**src/rtl/mwf_consts.svh**
```systemverilog
// Offsets, field positions and reset values of the wake filter block
`ifndef MWF_CONSTS_SVH
`define MWF_CONSTS_SVH
`define MWF_OFS_FILTER      12'h128
`define MWF_OFS_CTRL        12'h12c
`define MWF_OFS_IRQ_STATUS  12'h140
`define MWF_OFS_IRQ_CLEAR   12'h144
`define MWF_OFS_IRQ_ENABLE  12'h148
`define MWF_ENTRIES         6'd40
`define MWF_LAST_ENTRY      6'd39
`define MWF_FIRST_ENTRY     6'd0
`define MWF_BIT_REWIND      31
`define MWF_BIT_GLOBAL_UNICAST_WAKE_ENABLE        9
`define MWF_BIT_OWN_SEEN    7
`define MWF_BIT_PAT_SEEN    6
`define MWF_BIT_MAGIC_SEEN  5
`define MWF_BIT_PAT_EN      2
`define MWF_BIT_RES_CLR     8
`define MWF_ZERO32          32'h0000_0000
`define MWF_RESP_OKAY       2'b00
`define MWF_RESP_SLVERR     2'b10
`endif

```
**src/rtl/mwf_pkg.sv**
```systemverilog
// Types shared by the wake filter block
package mwf_pkg;
    typedef struct packed {
        logic frame_valid;
        logic own_address_match;
        logic pattern_match;
        logic magic_match;
        logic unicast_dest;
    } mwf_rx_event_s;

    typedef struct packed {
        logic own_address_frame_seen;
        logic pattern_frame_seen;
        logic magic_frame_seen;
    } mwf_flags_s;
endpackage : mwf_pkg

```
**src/rtl/mwf_wake_filter.sv**
```systemverilog
// Wake-up pattern store, wake control and status, AXI4-Lite slave
//
// Functional notes
// RL1 - Writes fill pattern doublewords in order
// RL2 - Pointer wraps after forty entries
// RL3 - Reads return store in order
// RL4 - Software should burst forty accesses
// RL5 - Rewind bit resets both pointers, self-clears
// RL6 - Unicast enable wakes on unicast frames
// RL7 - Unicast wake also needs pattern enable
// RL8 - Own-address frame sets sticky flag
// RL9 - Pattern frame sets sticky flag
// RL10 - Magic frame sets sticky flag
// RL11 - Resume may clear the three flags
// RL12 - Pattern enable allows pattern-match wakeup
// RL13 - Write one clears flag, reserved zero
// RL14 - Event wins over same-cycle clear
//
// Implementation choice: register access over AXI4-Lite.
`timescale 1ns/1ns
`include "mwf_consts.svh"

module mwf_wake_filter
    import mwf_pkg::*;
(
    input  wire logic          aclk,
    input  wire logic          aresetn,
    input  wire logic [11:0]   s_axi_awaddr,
    input  wire logic          s_axi_awvalid,
    output logic               s_axi_awready,
    input  wire logic [31:0]   s_axi_wdata,
    input  wire logic [3:0]    s_axi_wstrb,
    input  wire logic          s_axi_wvalid,
    output logic               s_axi_wready,
    output logic [1:0]         s_axi_bresp,
    output logic               s_axi_bvalid,
    input  wire logic          s_axi_bready,
    input  wire logic [11:0]   s_axi_araddr,
    input  wire logic          s_axi_arvalid,
    output logic               s_axi_arready,
    output logic [31:0]        s_axi_rdata,
    output logic [1:0]         s_axi_rresp,
    output logic               s_axi_rvalid,
    input  wire logic          s_axi_rready,
    input  wire mwf_rx_event_s rx_event,
    input  wire logic          resume_done,
    output logic               wake_request,
    output logic               irq
);

    // ------------------------------------------------------------------
    // Storage and state
    // ------------------------------------------------------------------
    logic [31:0] wake_pattern_store [0:39];
    logic [5:0]  wr_ptr_reg;
    logic [5:0]  rd_ptr_reg;
    logic        global_unicast_wake_enable_reg;
    logic        pattern_frame_wake_enable_reg;
    logic        resume_clears_wake_flags_reg;
    mwf_flags_s  flags_reg;
    mwf_flags_s  irq_status_reg;
    mwf_flags_s  irq_enable_reg;

    logic        aw_held_reg;
    logic        w_held_reg;
    logic [11:0] awaddr_reg;
    logic [31:0] wdata_reg;
    logic [3:0]  wstrb_reg;

    // ------------------------------------------------------------------
    // Write channels: address and data taken in either order
    // ------------------------------------------------------------------
    logic wr_fire;
    logic full_word;
    assign wr_fire = aw_held_reg && w_held_reg && !s_axi_bvalid;
    assign full_word = &wstrb_reg;

    always_ff @(posedge aclk) begin
        if (!aresetn) begin
            aw_held_reg   <= 1'b0;
            s_axi_awready <= 1'b0;
            awaddr_reg    <= 12'h000;
        end else if (wr_fire) begin
            aw_held_reg   <= 1'b0;
        end else if (s_axi_awvalid && s_axi_awready) begin
            aw_held_reg   <= 1'b1;
            awaddr_reg    <= s_axi_awaddr;
            s_axi_awready <= 1'b0;
        end else if (!aw_held_reg && !s_axi_bvalid) begin
            s_axi_awready <= 1'b1;
        end
    end

    always_ff @(posedge aclk) begin
        if (!aresetn) begin
            w_held_reg   <= 1'b0;
            s_axi_wready <= 1'b0;
            wdata_reg    <= `MWF_ZERO32;
            wstrb_reg    <= 4'h0;
        end else if (wr_fire) begin
            w_held_reg   <= 1'b0;
        end else if (s_axi_wvalid && s_axi_wready) begin
            w_held_reg   <= 1'b1;
            wdata_reg    <= s_axi_wdata;
            wstrb_reg    <= s_axi_wstrb;
            s_axi_wready <= 1'b0;
        end else if (!w_held_reg && !s_axi_bvalid) begin
            s_axi_wready <= 1'b1;
        end
    end

    logic wr_filter;
    logic wr_ctrl;
    logic wr_clear;
    logic wr_enable;
    logic wr_mapped;
    assign wr_filter = wr_fire && awaddr_reg == `MWF_OFS_FILTER;
    assign wr_ctrl   = wr_fire && awaddr_reg == `MWF_OFS_CTRL;
    assign wr_clear  = wr_fire && awaddr_reg == `MWF_OFS_IRQ_CLEAR;
    assign wr_enable = wr_fire && awaddr_reg == `MWF_OFS_IRQ_ENABLE;
    assign wr_mapped = wr_filter || wr_ctrl || wr_clear || wr_enable
                    || awaddr_reg == `MWF_OFS_IRQ_STATUS;

    always_ff @(posedge aclk) begin
        if (!aresetn) begin
            s_axi_bvalid <= 1'b0;
            s_axi_bresp  <= `MWF_RESP_OKAY;
        end else if (wr_fire) begin
            s_axi_bvalid <= 1'b1;
            s_axi_bresp  <= wr_mapped ? `MWF_RESP_OKAY : `MWF_RESP_SLVERR;
        end else if (s_axi_bready) begin
            s_axi_bvalid <= 1'b0;
        end
    end

    // ------------------------------------------------------------------
    // Read channel
    // ------------------------------------------------------------------
    logic rd_fire;
    logic rd_filter;
    assign rd_fire   = s_axi_arvalid && s_axi_arready;
    assign rd_filter = rd_fire && s_axi_araddr == `MWF_OFS_FILTER;

    always_ff @(posedge aclk) begin
        if (!aresetn) begin
            s_axi_arready <= 1'b0;
        end else begin
            s_axi_arready <= !rd_fire && !s_axi_rvalid;
        end
    end

    always_ff @(posedge aclk) begin
        if (!aresetn) begin
            s_axi_rvalid <= 1'b0;
            s_axi_rdata  <= `MWF_ZERO32;
            s_axi_rresp  <= `MWF_RESP_OKAY;
        end else if (rd_fire) begin
            s_axi_rvalid <= 1'b1;
            s_axi_rresp  <= `MWF_RESP_OKAY;
            unique case (s_axi_araddr)
                `MWF_OFS_FILTER: s_axi_rdata <= wake_pattern_store[rd_ptr_reg]; // RL3
                `MWF_OFS_CTRL: begin
                    s_axi_rdata <= `MWF_ZERO32; // RL13
                    s_axi_rdata[`MWF_BIT_GLOBAL_UNICAST_WAKE_ENABLE] <=
                        global_unicast_wake_enable_reg;
                    s_axi_rdata[`MWF_BIT_RES_CLR] <=
                        resume_clears_wake_flags_reg;
                    s_axi_rdata[`MWF_BIT_OWN_SEEN] <=
                        flags_reg.own_address_frame_seen;
                    s_axi_rdata[`MWF_BIT_PAT_SEEN] <=
                        flags_reg.pattern_frame_seen;
                    s_axi_rdata[`MWF_BIT_MAGIC_SEEN] <=
                        flags_reg.magic_frame_seen;
                    s_axi_rdata[`MWF_BIT_PAT_EN] <=
                        pattern_frame_wake_enable_reg;
                end
                `MWF_OFS_IRQ_STATUS: s_axi_rdata <= {29'h0, irq_status_reg};
                `MWF_OFS_IRQ_ENABLE: s_axi_rdata <= {29'h0, irq_enable_reg};
                `MWF_OFS_IRQ_CLEAR: s_axi_rdata <= `MWF_ZERO32;
                default: begin
                    s_axi_rdata <= `MWF_ZERO32;
                    s_axi_rresp <= `MWF_RESP_SLVERR;
                end
            endcase
        end else if (s_axi_rready) begin
            s_axi_rvalid <= 1'b0;
        end
    end

    // ------------------------------------------------------------------
    // Pattern store and its pointers
    // ------------------------------------------------------------------
    logic rewind;
    assign rewind = wr_ctrl && wdata_reg[`MWF_BIT_REWIND] && wstrb_reg[3];

    // Partial strobes still step the pointer so bursts stay aligned
    always_ff @(posedge aclk) begin
        if (wr_filter) begin
            for (int b = 0; b < 4; b++) begin
                if (wstrb_reg[b]) begin
                    wake_pattern_store[wr_ptr_reg][b*8 +: 8] <=
                        wdata_reg[b*8 +: 8]; // RL1
                end
            end
        end
    end

    always_ff @(posedge aclk) begin
        if (!aresetn || rewind) begin
            wr_ptr_reg <= `MWF_FIRST_ENTRY; // RL5
        end else if (wr_filter) begin
            wr_ptr_reg <= (wr_ptr_reg == `MWF_LAST_ENTRY) ?
                          `MWF_FIRST_ENTRY : wr_ptr_reg + 6'd1; // RL2
        end
    end

    always_ff @(posedge aclk) begin
        if (!aresetn || rewind) begin
            rd_ptr_reg <= `MWF_FIRST_ENTRY; // RL5
        end else if (rd_filter) begin
            rd_ptr_reg <= (rd_ptr_reg == `MWF_LAST_ENTRY) ?
                          `MWF_FIRST_ENTRY : rd_ptr_reg + 6'd1; // RL2 RL3
        end
    end

    // ------------------------------------------------------------------
    // Control bits
    // ------------------------------------------------------------------
    always_ff @(posedge aclk) begin
        if (!aresetn) begin
            global_unicast_wake_enable_reg <= 1'b0;
            pattern_frame_wake_enable_reg  <= 1'b0;
            resume_clears_wake_flags_reg   <= 1'b0;
        end else if (wr_ctrl && full_word) begin
            global_unicast_wake_enable_reg <= wdata_reg[`MWF_BIT_GLOBAL_UNICAST_WAKE_ENABLE];
            pattern_frame_wake_enable_reg  <= wdata_reg[`MWF_BIT_PAT_EN];
            resume_clears_wake_flags_reg   <= wdata_reg[`MWF_BIT_RES_CLR];
        end
    end

    // ------------------------------------------------------------------
    // Sticky received flags
    // ------------------------------------------------------------------
    mwf_flags_s set_ev;
    mwf_flags_s sw_clr;
    assign set_ev.own_address_frame_seen =
        rx_event.frame_valid && rx_event.own_address_match; // RL8
    assign set_ev.pattern_frame_seen =
        rx_event.frame_valid && rx_event.pattern_match; // RL9
    assign set_ev.magic_frame_seen =
        rx_event.frame_valid && rx_event.magic_match; // RL10
    assign sw_clr = (wr_ctrl && full_word) ?
        {wdata_reg[`MWF_BIT_OWN_SEEN], wdata_reg[`MWF_BIT_PAT_SEEN],
         wdata_reg[`MWF_BIT_MAGIC_SEEN]} : 3'b000; // RL13

    always_ff @(posedge aclk) begin
        if (!aresetn) begin
            flags_reg <= 3'b000;
        end else begin
            // Set is applied last so a same-cycle clear loses
            flags_reg <= (flags_reg
                & ~sw_clr
                & ~{3{resume_done && resume_clears_wake_flags_reg}}) // RL11
                | set_ev; // RL14
        end
    end

    // ------------------------------------------------------------------
    // Wake request
    // ------------------------------------------------------------------
    logic unicast_wake;
    logic pattern_wake;
    assign unicast_wake = global_unicast_wake_enable_reg
        && pattern_frame_wake_enable_reg // RL7
        && rx_event.frame_valid && rx_event.unicast_dest; // RL6
    assign pattern_wake = pattern_frame_wake_enable_reg
        && set_ev.pattern_frame_seen; // RL12

    always_ff @(posedge aclk) begin
        if (!aresetn) begin
            wake_request <= 1'b0;
        end else begin
            wake_request <= unicast_wake || pattern_wake;
        end
    end

    // ------------------------------------------------------------------
    // Interrupt status, clear and enable
    // ------------------------------------------------------------------
    always_ff @(posedge aclk) begin
        if (!aresetn) begin
            irq_status_reg <= 3'b000;
        end else begin
            irq_status_reg <= (irq_status_reg
                & ~(wr_clear ? wdata_reg[2:0] : 3'b000)) | set_ev;
        end
    end

    always_ff @(posedge aclk) begin
        if (!aresetn) begin
            irq_enable_reg <= 3'b000;
        end else if (wr_enable) begin
            irq_enable_reg <= wdata_reg[2:0];
        end
    end

    always_ff @(posedge aclk) begin
        if (!aresetn) begin
            irq <= 1'b0;
        end else begin
            irq <= |(irq_status_reg & irq_enable_reg);
        end
    end

    // ------------------------------------------------------------------
    // Checks
    // ------------------------------------------------------------------
    write_wrap_a: assert property (@(posedge aclk) disable iff (!aresetn)
        wr_filter && !rewind && wr_ptr_reg == `MWF_LAST_ENTRY
        |=> wr_ptr_reg == `MWF_FIRST_ENTRY) // RL2
        else $error("write pointer did not wrap");
    write_step_a: assert property (@(posedge aclk) disable iff (!aresetn)
        wr_filter && !rewind && wr_ptr_reg != `MWF_LAST_ENTRY
        |=> wr_ptr_reg == $past(wr_ptr_reg) + 6'd1) // RL1
        else $error("write pointer did not step");
    read_step_a: assert property (@(posedge aclk) disable iff (!aresetn)
        rd_filter && !rewind
        |=> rd_ptr_reg == (($past(rd_ptr_reg) == `MWF_LAST_ENTRY) ?
            `MWF_FIRST_ENTRY : $past(rd_ptr_reg) + 6'd1)) // RL3
        else $error("read pointer did not step");
    ptr_rewind_a: assert property (@(posedge aclk) disable iff (!aresetn)
        rewind |=> wr_ptr_reg == `MWF_FIRST_ENTRY
            && rd_ptr_reg == `MWF_FIRST_ENTRY) // RL5
        else $error("rewind did not reset pointers");
    unicast_wake_a: assert property (@(posedge aclk) disable iff (!aresetn)
        unicast_wake |=> wake_request) // RL6
        else $error("unicast frame gave no wake");
    unicast_gate_a: assert property (@(posedge aclk) disable iff (!aresetn)
        !pattern_frame_wake_enable_reg |=> !wake_request) // RL7
        else $error("wake without pattern enable");
    own_flag_a: assert property (@(posedge aclk) disable iff (!aresetn)
        set_ev.own_address_frame_seen
        |=> flags_reg.own_address_frame_seen) // RL8
        else $error("own address flag not set");
    pattern_flag_a: assert property (@(posedge aclk) disable iff (!aresetn)
        set_ev.pattern_frame_seen |=> flags_reg.pattern_frame_seen) // RL9
        else $error("pattern flag not set");
    magic_flag_a: assert property (@(posedge aclk) disable iff (!aresetn)
        set_ev.magic_frame_seen |=> flags_reg.magic_frame_seen) // RL10
        else $error("magic flag not set");
    resume_clear_a: assert property (@(posedge aclk) disable iff (!aresetn)
        resume_done && resume_clears_wake_flags_reg && set_ev == 3'b000
        |=> flags_reg == 3'b000) // RL11
        else $error("resume did not clear flags");

    pattern_wake_a: assert property (@(posedge aclk) disable iff (!aresetn)
        pattern_wake |=> wake_request) // RL12
        else $error("pattern match gave no wake");

    sw_clear_a: assert property (@(posedge aclk) disable iff (!aresetn)
        sw_clr[0] && !set_ev.magic_frame_seen
        |=> !flags_reg.magic_frame_seen) // RL13
        else $error("write one did not clear flag");

    set_wins_a: assert property (@(posedge aclk) disable iff (!aresetn)
        sw_clr[2] && set_ev.own_address_frame_seen
        |=> flags_reg.own_address_frame_seen) // RL14
        else $error("event lost to clear");

endmodule : mwf_wake_filter

```
**config.mk**
```make
export PLATFORM = sky130hd
export DESIGN_NAME = mwf_wake_filter
export DESIGN_NICKNAME = d
export VERILOG_FILES = /design/src/rtl/mwf_pkg.sv /design/src/rtl/mwf_wake_filter.sv
export VERILOG_INCLUDE_DIRS = /design/src /design/src/rtl
export SDC_FILE = /design/constraint.sdc
export NUM_CORES = 1
export LEC_CHECK = 0
export BUFFER_PORTS_ARGS = -buffer_cell sky130_fd_sc_hd__buf_2
export CAP_MARGIN = 20
export CELL_PAD_IN_SITES_DETAIL_PLACEMENT = 1
export CELL_PAD_IN_SITES_GLOBAL_PLACEMENT = 2
export CORE_MARGIN = 10
export CORE_UTILIZATION = 44
export CTS_CLUSTER_SIZE = 25
export DETAILED_ROUTE_END_ITERATION = 16
export PLACE_DENSITY_LB_ADDON = 0.3
export SETUP_SLACK_MARGIN = 0.4
export SYNTH_ARGS = -nofsm -noshare
export SYNTH_HDL_FRONTEND = slang
export SYNTH_SLANG_ARGS = --single-unit
```
**constraint.sdc**
```tcl
create_clock -name aclk -period 2.2 [get_ports aclk]
set_input_delay 0.44 -clock aclk [delete_from_list [all_inputs] [get_ports aclk]]
set_output_delay 0.44 -clock aclk [all_outputs]
set_load 0.005 [all_outputs]
```
==> impl_metrics.tcl, run 1 <==
set metrics [dict create \
    run_status "complete, but fails checks" \
    failed_checks "setup timing" \
    category_of_the_worst_setup_path_capture_point "flop" \
    clock_tree_buf_depth 3 \
    async_reset_ff_share_pct 0 \
    dr_total_vias 30990 \
    place.gp.congestion 0.8154 \
    hold_path.class "in -> reg" \
    avgViaCountPerCell 5.886 \
    start_util_pct 44.37 \
    cts-root-buf "sky130_fd_sc_hd__clkbuf_16" \
    max_capacitance_violation_total 0 \
    numCtsBuffers 144 \
    drt_iter0_markers 3312 \
    design_power_total_mw 53.84 \
    grt_first_pass_wirelength_mm 230.4 \
    grt_pass1_vias 32640 \
    peak_vdd_ir_v 0.0007843 \
    initial_drt_pass_iterations 6 \
    hp-start "s_axi_wdata[3]" \
    num-nets-final 3595 \
    areaGrowthSynthToFinish_pct 26.18 \
    post-route-worst-setup-slack_ns -0.2346 \
    antenna_left 0 \
    fp.dieArea_um2 137500 \
    crit_path_max_fanout 9 \
    clk_pin_slew_ns 0.06 \
    worst_hold_path.endpoint "wdata_reg[3]" \
    routedWlPerCell_um 31.32 \
    leakage_nw 20.79 \
    postSynth.topFlopCell "sky130_fd_sc_hd__edfxtp_1" \
    largest_reg_flops 1280 \
    layout_common_cells "1280 x sky130_fd_sc_hd__edfxtp_1, 248 x sky130_fd_sc_hd__buf_4, 227 x sky130_fd_sc_hd__mux4_2, 224 x sky130_fd_sc_hd__mux2i_1, 165 x sky130_fd_sc_hd__nand2_1" \
    clock_insertion_delay_worst_skew_ns 0.77 \
    globalRouteTotalUtil_pct 22.87 \
    hold_viol_final 0 \
    rsz0062_at_grt "true" \
    floorplan.io_pins 116 \
    timing.final.crit_period_ns 2.435 \
    ff2ff_setup_slack_ns -0.23 \
    worstHoldPathCells 3 \
    grt_start_max_net_pins 45 \
    avgSynthCellArea_um2 18.66 \
    maxSlewHeadroom_pct 38.43 \
    die_w_um 370.8 \
    drt_wl_total_mm 164.9 \
    clock_skew_ns 0.03111 \
    critPathRequiredTime_ns 2.65 \
    worst_setup_path_start_kind "flop" \
    setup-tns-final_ns -49.14 \
    tritoncts_num_sinks 1401 \
    flop_and_latch_count_out_of_synthesis 1401 \
    worst_r2r_path_depth 5 \
    grt.overflow.total 0 \
    std_cell_rows 128 \
    final-setup-viol-count 1002 \
    max_clock_freq_mhz 410.8 \
    seq_area_frac_synth_pct 75.45 \
    yosys.cell_types.count 59 \
    post_route_cells_drive_above_1_share_pct 33.80 \
    leading_cell_type_in_the_layout_fill_and_taps_excluded "sky130_fd_sc_hd__edfxtp_1" \
    synth-warning-count 0 \
    period_share_pct 110.7 \
    die_extent_in_y_um 370.8 \
    syn-instance-count 2902 \
    core-area_um2 122000 \
    detailedPlacementHpwl_mm 103.1 \
    worst_r2r_endpoint "wake_pattern_store[8][27]" \
    tritoncts "done" \
    power_density_nw_per_um2 787.9 \
    drc 0 \
    maxSlewViolCount 0 \
    syn-cell-area_um2 54150 \
    worstSetupPathType "reg -> reg" \
    synth_enable_flop_cells 1280 \
    cts_htree_levels 4 \
    r2r_start "wr_ptr_reg[3]" \
    port_buffers 113 \
    grt_antenna_before_repair 2 \
    cp.arrival_ns 2.89 \
    tightest_slew_ns 0.9213 \
]
-- Yosys cell counts, types with 9 or more instances --
| cell | instances | area [um^2] |
|---|---|---|
| sky130_fd_sc_hd__buf_2 | 59 | 295.3 |
| sky130_fd_sc_hd__mux2i_1 | 229 | 2292 |
| sky130_fd_sc_hd__nor2b_1 | 12 | 75.07 |
| sky130_fd_sc_hd__edfxtp_1 | 1280 | 38440 |
| sky130_fd_sc_hd__dfxtp_1 | 121 | 2422 |
| sky130_fd_sc_hd__a21oi_1 | 19 | 95.09 |
| sky130_fd_sc_hd__nand4_1 | 27 | 168.9 |
| sky130_fd_sc_hd__mux4_1 | 25 | 656.9 |
| sky130_fd_sc_hd__nand2_1 | 176 | 660.6 |
| sky130_fd_sc_hd__a22oi_1 | 144 | 1081 |
| sky130_fd_sc_hd__clkbuf_1 | 89 | 334.1 |
| sky130_fd_sc_hd__o22ai_1 | 15 | 93.84 |
| sky130_fd_sc_hd__nor2_1 | 210 | 788.3 |
| sky130_fd_sc_hd__nand3_1 | 58 | 290.3 |
| sky130_fd_sc_hd__buf_4 | 11 | 82.58 |
| sky130_fd_sc_hd__o21ai_0 | 9 | 45.04 |
| sky130_fd_sc_hd__nor3b_1 | 9 | 67.56 |
| sky130_fd_sc_hd__a21boi_0 | 51 | 382.9 |
| sky130_fd_sc_hd__a221o_1 | 24 | 240.2 |
| sky130_fd_sc_hd__mux4_2 | 209 | 4707 |
-- routing by layer --
layer,global-route usage [%],vias to the layer above,routed length (um)
met5,0,-,13
met4,7.185,2,5812
met3,4.548,298,11520
met2,37.97,1269,82030
met1,30.28,16440,65500
li1,-,12980,-
-- worst max-delay path: stages (launching register included) --
cell and delay [ns]:
sky130_fd_sc_hd__dfxtp_1 0.56, sky130_fd_sc_hd__nor3b_1 0.24, sky130_fd_sc_hd__buf_4 0.20, sky130_fd_sc_hd__nand2_1 0.56, sky130_fd_sc_hd__nor2_1 0.32, sky130_fd_sc_hd__buf_4 0.25
-- logic make-up after synthesis --
logic type	count (synthesis)	share of synthesized area, %
buffers and inverters	178	1.516
adder cells (fa/ha/maj)	2	0.04620
other	1	0.006925
XOR/XNOR	4	0.06471
AO/OA/AOI/OAI	297	4.092
AND/OR/NAND/NOR	556	4.683
multiplexers	463	14.14
flip-flops	1401	75.45
-- worst max-delay path by stage --
stage | slack, ns | cells past startpoint | start | endpoint
final | -0.23 | 5 | wr_ptr_reg[3] | wake_pattern_store[8][27]
after floorplan | -0.0009 | 6 | awaddr_reg[4] | wake_pattern_store[10][0]
after CTS | -0.19 | 7 | flop | s_axi_rdata[8]
after global placement | -0.27 | 6 | flop | s_axi_rdata[8]
after global routing | -0.27 | 5 | wr_ptr_reg[3] | wake_pattern_store[8][27]
after detailed placement | -0.41 | 6 | flop | s_axi_rdata[8]
-- report_power, final --
part           switching, mW  internal, mW  leakage [nW]
Combinational          0.606         0.249          6.75
Clock                   10.3          13.6          2.25
Sequential            0.0721          29.0          11.8
Total                   10.9          42.9          20.8
-- layout make-up --
cell class | instances | area (um^2)
flip-flops and latches | 1401 | 40870
inverters | 6 | 22.52
well taps | 1625 | 2033
clock inverters | 72 | 595.6
multi-input cells | 1324 | 13700
diodes | 1 | 2.502
repair buffers | 643 | 7119
fillers | 10870 | 53710
clock buffers | 193 | 3983
-- per-stage QoR --
step / worst slack [ns] / instances / hold slack [ns] / area, um^2 / util, %
after floorplan: -0.0008562 / 2903 / 0.4342 / 54280 / -
after global placement: -0.2708 / 4862 / 0.4264 / 59880 / 49.07
after detailed placement: -0.4072 / 4862 / 0.4434 / 59880 / 49.07
after CTS: -0.1861 / 5227 / 0.002412 / 66520 / 54.51
after global routing: -0.2727 / 5264 / 0.02460 / 68330 / 55.99
final: -0.2346 / 5265 / 0.02778 / 68330 / 55.99
-- what timing repair did --
| item | in CTS | in global routing |
|---|---|---|
| gates resized for setup | 201 | 325 |
| endpoints found under the setup margin | 1362 | 1398 |
| pin swaps | 62 | 101 |
| endpoints found under the hold margin | 51 | 0 |
| hold buffers | 49 | 0 |
| setup buffers | 32 | 15 |
| cloned | 19 | 21 |
No activity file was read; power rests on OpenSTA's default activity.
==> run 2: changes to the inputs <==
--- a/config.mk
+++ b/config.mk
@@ -6,14 +6,17 @@
 export SDC_FILE = /design/constraint.sdc
 export NUM_CORES = 1
 export LEC_CHECK = 0
+export ABC_AREA = 0
 export BUFFER_PORTS_ARGS = -buffer_cell sky130_fd_sc_hd__buf_2
 export CAP_MARGIN = 20
 export CELL_PAD_IN_SITES_DETAIL_PLACEMENT = 1
 export CELL_PAD_IN_SITES_GLOBAL_PLACEMENT = 2
+export CORE_ASPECT_RATIO = 1.75
 export CORE_MARGIN = 10
 export CORE_UTILIZATION = 44
 export CTS_CLUSTER_SIZE = 25
 export DETAILED_ROUTE_END_ITERATION = 16
+export HOLD_SLACK_MARGIN = 0.08
 export PLACE_DENSITY_LB_ADDON = 0.3
 export SETUP_SLACK_MARGIN = 0.4
 export SYNTH_ARGS = -nofsm -noshare
==> run 2 against run 1 <==
Effect of this change:
- the flow still finishes with violations (setup timing)
- sequential share of layout area is 1.0 points lower
- worst setup slack worse by 0.056 ns
- die area is 0.40% higher
- clock skew is 0.0023 ns lower
- count of clock-buffer cells in the layout is 30 lower
- final cell count is 1.6% higher
- non-clock buffer count is 100 higher
- combinational power is 4.3% higher
- routed wire length is 3.5% higher
==> impl_metrics.tcl, run 2 (same netlist as run 1, synthesis figures left out) <==
set metrics [dict create \
    ff2ff_setup_slack_ns -0.29 \
    detailedPlacementHpwl_mm 107.9 \
    category_of_the_worst_setup_path_capture_point "flop" \
    failed_checks "setup timing" \
    worst_r2r_path_depth 7 \
    worst_setup_path_start_kind "flop" \
    setup-tns-final_ns -33.60 \
    start_util_pct 44.20 \
    drt_wl_total_mm 170.6 \
    clk_pin_slew_ns 0.07 \
    port_buffers 113 \
    clock_skew_ns 0.02877 \
    period_share_pct 113.2 \
    place.gp.congestion 0.8710 \
    maxSlewHeadroom_pct 55.93 \
    design_power_total_mw 52.93 \
    tritoncts "done" \
    critical_path.n_buffers_inverters 2 \
    rsz0062_at_grt "true" \
    num-nets-final 3681 \
    hold_viol_final 0 \
    final-setup-viol-count 691 \
    run_status "complete, but fails checks" \
    initial_drt_pass_iterations 5 \
    die_extent_in_y_um 484.1 \
    cp_slowest_cell "sky130_fd_sc_hd__mux4_2" \
    drt_iter0_markers 2752 \
    cp_cell_sequence "buf_12 -> mux4_2 -> mux4_2 -> mux2i_1 -> buf_4 -> and4_1 -> nor2_1" \
    layoutNonFillerInstCount 5347 \
    crit_path_max_fanout 8 \
    fp.dieArea_um2 138100 \
    floorplan.io_pins 116 \
    tightest_slew_ns 0.6595 \
    hold_path.class "in -> reg" \
    cp.arrival_ns 3.16 \
    post_route_cells_drive_above_1_share_pct 35.88 \
    numCtsBuffers 130 \
    met1Wirelength_mm 58.57 \
    critical-path-top-cell-by-count "sky130_fd_sc_hd__mux4_2" \
    grt_first_pass_wirelength_mm 239.1 \
    grt_pass1_vias 33650 \
    max_capacitance_violation_total 0 \
    grt_antenna_before_repair 2 \
    highest-signal-layer "met4" \
    drc 0 \
    layout_common_cells "1280 x sky130_fd_sc_hd__edfxtp_1, 257 x sky130_fd_sc_hd__buf_4, 223 x sky130_fd_sc_hd__mux4_2, 216 x sky130_fd_sc_hd__mux2i_1, 169 x sky130_fd_sc_hd__nand2_1" \
    critical_path.top_delay_family "multiplexers" \
    wl_met3_mm 7.546 \
    areaGrowthSynthToFinish_pct 28.40 \
    grt.overflow.total 0 \
    max_clock_freq_mhz 401.5 \
    largest_reg_flops 1280 \
    core-area_um2 122500 \
    dr_total_vias 31340 \
    cp_slowest_stage_delay_ns 0.54 \
    die_w_um 285.2 \
    antenna_left 0 \
    clock_tree_buf_depth 3 \
    grt_start_max_net_pins 45 \
    globalRouteTotalUtil_pct 23.89 \
    worstSetupPathType "reg -> reg" \
    leakage_nw 21.27 \
    avgViaCountPerCell 5.860 \
    routedWlPerCell_um 31.91 \
    clock_insertion_delay_worst_skew_ns 0.77 \
    maxSlewViolCount 0 \
    leading_cell_type_in_the_layout_fill_and_taps_excluded "sky130_fd_sc_hd__edfxtp_1" \
    fill_cell_total_of_the_finished_layout 10920 \
    cp_num_cells 7 \
    timing.final.crit_period_ns 2.491 \
    critPathRequiredTime_ns 2.87 \
    met2_wire_length_mm 93.51 \
    cts-root-buf "sky130_fd_sc_hd__clkbuf_16" \
    cts_htree_levels 4 \
    post-route-worst-setup-slack_ns -0.2905 \
    tritoncts_num_sinks 1401 \
    crit_end "s_axi_rdata[9]" \
    worst_r2r_endpoint "s_axi_rdata[9]" \
    std_cell_rows 170 \
    place.detailed.instances 4893 \
    power_density_nw_per_um2 761.2 \
    peak_vdd_ir_v 0.0007691 \
]
[run 2: worst register-to-register path: cells and delay by family (launching register included)]
| family | cells | cell delay, ns |
|---|---|---|
| and+or+nand+nor | 2 | 0.23 |
| DFF | 1 | 0.51 |
| buffers and inverters | 2 | 0.37 |
| muxes | 3 | 1.28 |
[run 2: timing repair]
| action | CTS | global route |
|---|---|---|
| gates cloned | 33 | 12 |
| hold buffers | 60 | 0 |
| buffers inserted | 71 | 39 |
| resized for setup | 343 | 314 |
| pin swaps | 106 | 118 |
| endpoints found under the setup margin | 1401 | 1388 |
| hold endpoints to repair | 63 | 0 |
[run 2: final cells by class]
type	count	area, um^2	area share [%]
tap	1634	2044	2.940
inverter	6	22.52	0.03239
timing repair buffer	743	8338	11.99
clock buffer	163	3515	5.055
sequential	1401	40870	58.78
multi-input combinational	1324	13970	20.10
antenna	1	2.502	0.003599
clock inverter	75	763.2	1.098
[run 2: layer usage]
metal	track usage [%]	up-vias
li1	-	13150
met1	25.60	16640
met2	44.01	1165
met3	3.309	383
met4	14.24	0
met5	0	-
[run 2: stage by stage]
stage / utilization, % / instance area [um^2] / setup WS [ns] / hold slack (ns)
3_5_place_dp: 48.86 / 59870 / -0.5451 / 0.4355
2_1_floorplan: - / 54280 / -0.0008562 / 0.4342
3_3_place_gp: 48.86 / 59870 / -0.4889 / 0.4190
6_report: 56.75 / 69530 / -0.2905 / 0.1375
5_1_grt: 56.75 / 69530 / -0.3292 / 0.1350
4_1_cts: 55.20 / 67630 / -0.2510 / 0.08628
[run 2: how the worst min path moves through the flow]
stage / startpoint / cells after the start / slack (ns) / to
2_1_floorplan: pattern_frame_wake_enable_reg / 2 / 0.43 / wake_request
3_3_place_gp: s_axi_rvalid / 1 / 0.42 / s_axi_arready
3_5_place_dp: s_axi_rvalid / 1 / 0.44 / s_axi_arready
4_1_cts: s_axi_arvalid / 4 / 0.09 / s_axi_rdata[2]
5_1_grt: s_axi_arvalid / 4 / 0.14 / s_axi_rdata[2]
6_report: s_axi_arvalid / 4 / 0.14 / s_axi_rdata[2]
[run 2: where the power goes]
| part | total, mW | switching (mW) | internal (mW) |
|---|---|---|---|
| Combinational | 0.892 | 0.631 | 0.261 |
| Sequential | 29.1 | 0.0570 | 29.0 |
| Clock | 22.9 | 10.1 | 12.9 |
==> run 3: changes to the inputs <==
--- a/config.mk
+++ b/config.mk
@@ -16,7 +16,7 @@
 export CORE_UTILIZATION = 44
 export CTS_CLUSTER_SIZE = 25
 export DETAILED_ROUTE_END_ITERATION = 16
-export HOLD_SLACK_MARGIN = 0.08
+export GPL_TIMING_DRIVEN = 0
 export PLACE_DENSITY_LB_ADDON = 0.3
 export SETUP_SLACK_MARGIN = 0.4
 export SYNTH_ARGS = -nofsm -noshare
==> constraint.sdc (replaced) <==
create_clock -name aclk -period 2.5 [get_ports aclk]
set_input_delay 0.5 -clock aclk [delete_from_list [all_inputs] [get_ports aclk]]
set_output_delay 0.5 -clock aclk [all_outputs]
set_load 0.005 [all_outputs]
==> run 3 against run 2 <==
Effect of this change:
- the run still ends with setup timing left
- largest cell class unchanged
- critical path depth grew 1
- flip-flop and latch count is the same
- clock skew grew 0.0088 ns
- core utilization shrank 1.4 points
- fmax shrank 2.5%
- non-clock buffer count shrank 209
- total power shrank 12%
- clock power shrank 13%
- hold slack lost 0.10 ns
- sequential power shrank 11%
- routed wire length grew 5.7%
- via count shrank 2.5%
==> impl_metrics.tcl, run 3 (same netlist as run 1, synthesis figures left out) <==
set metrics [dict create \
    run_status "complete, but fails checks" \
    failed_checks "setup timing" \
    peak_vdd_ir_v 0.0005874 \
    max_clock_freq_mhz 391.7 \
    die_w_um 285.2 \
    avgViaCountPerCell 5.955 \
    clock_skew_ns 0.03755 \
    period_share_pct 102.1 \
    worst_hold_path.endpoint "wstrb_reg[0]" \
    grt_pass1_vias 33020 \
    rsz0062_at_grt "true" \
    drt_wl_total_mm 180.3 \
    post-route-worst-setup-slack_ns -0.05313 \
    floorplan.io_pins 116 \
    hp-start "s_axi_wstrb[0]" \
    globalRouteTotalUtil_pct 25.55 \
    routedWlPerCell_um 35.14 \
    place_ws_ns -1.294 \
    grt.overflow.total 0 \
    max_capacitance_violation_total 0 \
    worst_r2r_path_depth 8 \
    crit_path_max_fanout 6 \
    clock_tree_buf_depth 3 \
    dr_total_vias 30560 \
    port_buffers 112 \
    antenna_left 0 \
    worstHoldPathCells 3 \
    timing.final.crit_period_ns 2.553 \
    areaGrowthSynthToFinish_pct 25.15 \
    hold_viol_final 0 \
    initial_drt_pass_iterations 7 \
    numCtsBuffers 130 \
    tritoncts "done" \
    hold_path.class "in -> reg" \
    die_extent_in_y_um 484.1 \
    final-setup-viol-count 10 \
    worst_setup_path_start_kind "flop" \
    drt_iter0_markers 2597 \
    grt_first_pass_wirelength_mm 249.4 \
    largest_reg_flops 1280 \
    cts_htree_levels 4 \
    fp.dieArea_um2 138100 \
    core-area_um2 122500 \
    clk_pin_slew_ns 0.07 \
    worst_r2r_endpoint "s_axi_rdata[29]" \
    post_route_cells_drive_above_1_share_pct 34.03 \
    tritoncts_num_sinks 1401 \
    critPathRequiredTime_ns 3.15 \
    detailedPlacementHpwl_mm 124.3 \
    clock_insertion_delay_worst_skew_ns 0.78 \
    layoutNonFillerInstCount 5132 \
    cts-root-buf "sky130_fd_sc_hd__clkbuf_16" \
    ff2ff_setup_slack_ns -0.05 \
    category_of_the_worst_setup_path_capture_point "flop" \
    worstSetupPathType "reg -> reg" \
    power_density_nw_per_um2 685.1 \
    maxSlewViolCount 0 \
    leading_cell_type_in_the_layout_fill_and_taps_excluded "sky130_fd_sc_hd__edfxtp_1" \
    tightest_slew_ns 1.027 \
    place.gp.congestion 0.8820 \
    grt_start_max_net_pins 45 \
    cp.arrival_ns 3.20 \
    grt_antenna_before_repair 5 \
    layout_common_cells "1280 x sky130_fd_sc_hd__edfxtp_1, 217 x sky130_fd_sc_hd__mux4_2, 217 x sky130_fd_sc_hd__mux2i_1, 157 x sky130_fd_sc_hd__nor2_4" \
    std_cell_rows 170 \
    maxSlewHeadroom_pct 31.51 \
    place.detailed.instances 4663 \
    leakage_nw 20.02 \
    drc 0 \
    start_util_pct 44.20 \
    num-nets-final 3472 \
]
## run 3: cell types whose count changed in the layout (fill, tap and decap cells not counted), moves of 20 or more
cell and delta:
sky130_fd_sc_hd__buf_12 +52, sky130_fd_sc_hd__dfxtp_2 +28, sky130_fd_sc_hd__nor2_4 +30, sky130_fd_sc_hd__buf_4 -188
sky130_fd_sc_hd__buf_8 -45, sky130_fd_sc_hd__dfxtp_1 -26, sky130_fd_sc_hd__buf_6 -97, sky130_fd_sc_hd__nand2_1 -23
sky130_fd_sc_hd__nor2_1 -47, sky130_fd_sc_hd__nand2_2 +20, sky130_fd_sc_hd__clkbuf_1 +21, sky130_fd_sc_hd__buf_16 -23
sky130_fd_sc_hd__clkbuf_2 +24
## run 3: what timing repair did
item / 4_1_cts / 5_1_grt
setup endpoints to repair: 1367 / 1368
hold buffers: 54 / 0
gates resized for setup: 594 / 184
hold endpoints to repair: 52 / 0
cloned: 7 / 5
pin swaps: 133 / 94
setup buffers: 128 / 42
## run 3: stage by stage
| stage | cell area (um^2) | hold slack [ns] | utilization, % | total power, mW | setup TNS (ns) |
|---|---|---|---|---|---|
| 2_1_floorplan | 54420 | 0.4342 | - | 26.39 | 0 |
| 3_3_place_gp | 57030 | 0.4448 | 46.55 | 26.73 | -1334.02 |
| 3_5_place_dp | 57380 | 0.4437 | 46.83 | 26.81 | -1234.66 |
| 4_1_cts | 66380 | 0.003325 | 54.18 | 46.61 | 0 |
| 5_1_grt | 67770 | 0.02171 | 55.32 | 47.63 | -0.7299 |
| 6_report | 67770 | 0.03724 | 55.32 | 46.43 | -0.2912 |
## run 3: per-layer routing
metal | GRT usage, % | share of wire [%]
met5 | 0 | 0.0072
met4 | 19.43 | 9.0
met3 | 3.819 | 4.8
met2 | 46.34 | 54
met1 | 26.10 | 32
## run 3: cell type report
type / count / area (um^2)
inverters: 6 / 22.52
multi-input cells: 1324 / 14450
clock inverters: 69 / 708.2
clock buffers: 163 / 3491
flip-flops and latches: 1401 / 40900
well taps: 1634 / 2044
repair buffers: 362 / 4337
diodes: 1 / 2.502
plain buffers: 172 / 1819
fillers: 10910 / 54750
## run 3: worst max-delay path: stages (launching register included)
cell,delay [ns]
sky130_fd_sc_hd__dfxtp_2,0.35
sky130_fd_sc_hd__buf_12,0.14
sky130_fd_sc_hd__buf_12,0.12
sky130_fd_sc_hd__buf_12,0.16
sky130_fd_sc_hd__buf_16,0.17
sky130_fd_sc_hd__mux4_2,0.52
sky130_fd_sc_hd__a22oi_2,0.39
sky130_fd_sc_hd__nand4_1,0.19
sky130_fd_sc_hd__a221o_1,0.36
## run 3: worst max-delay path by stage
stage | end | slack [ns] | cells past startpoint | from
final | s_axi_rdata[29] | -0.05 | 8 | flop
after global routing | s_axi_rdata[3] | -0.07 | 9 | flop
after CTS | s_axi_rdata[17] | 0.009 | 8 | flop
after detailed placement | wake_pattern_store[33][6] | -1.29 | 6 | awaddr_reg[7]
after global placement | wake_pattern_store[35][2] | -1.63 | 4 | wr_ptr_reg[5]
after floorplan | wake_pattern_store[34][24] | 0.22 | 6 | awaddr_reg[11]
## run 3: report_power, final
part / leakage, nW / switching (mW) / internal [mW]
clock network: 2.05 / 8.83 / 11.2
registers: 11.8 / 0.327 / 25.6
logic: 6.17 / 0.284 / 0.221
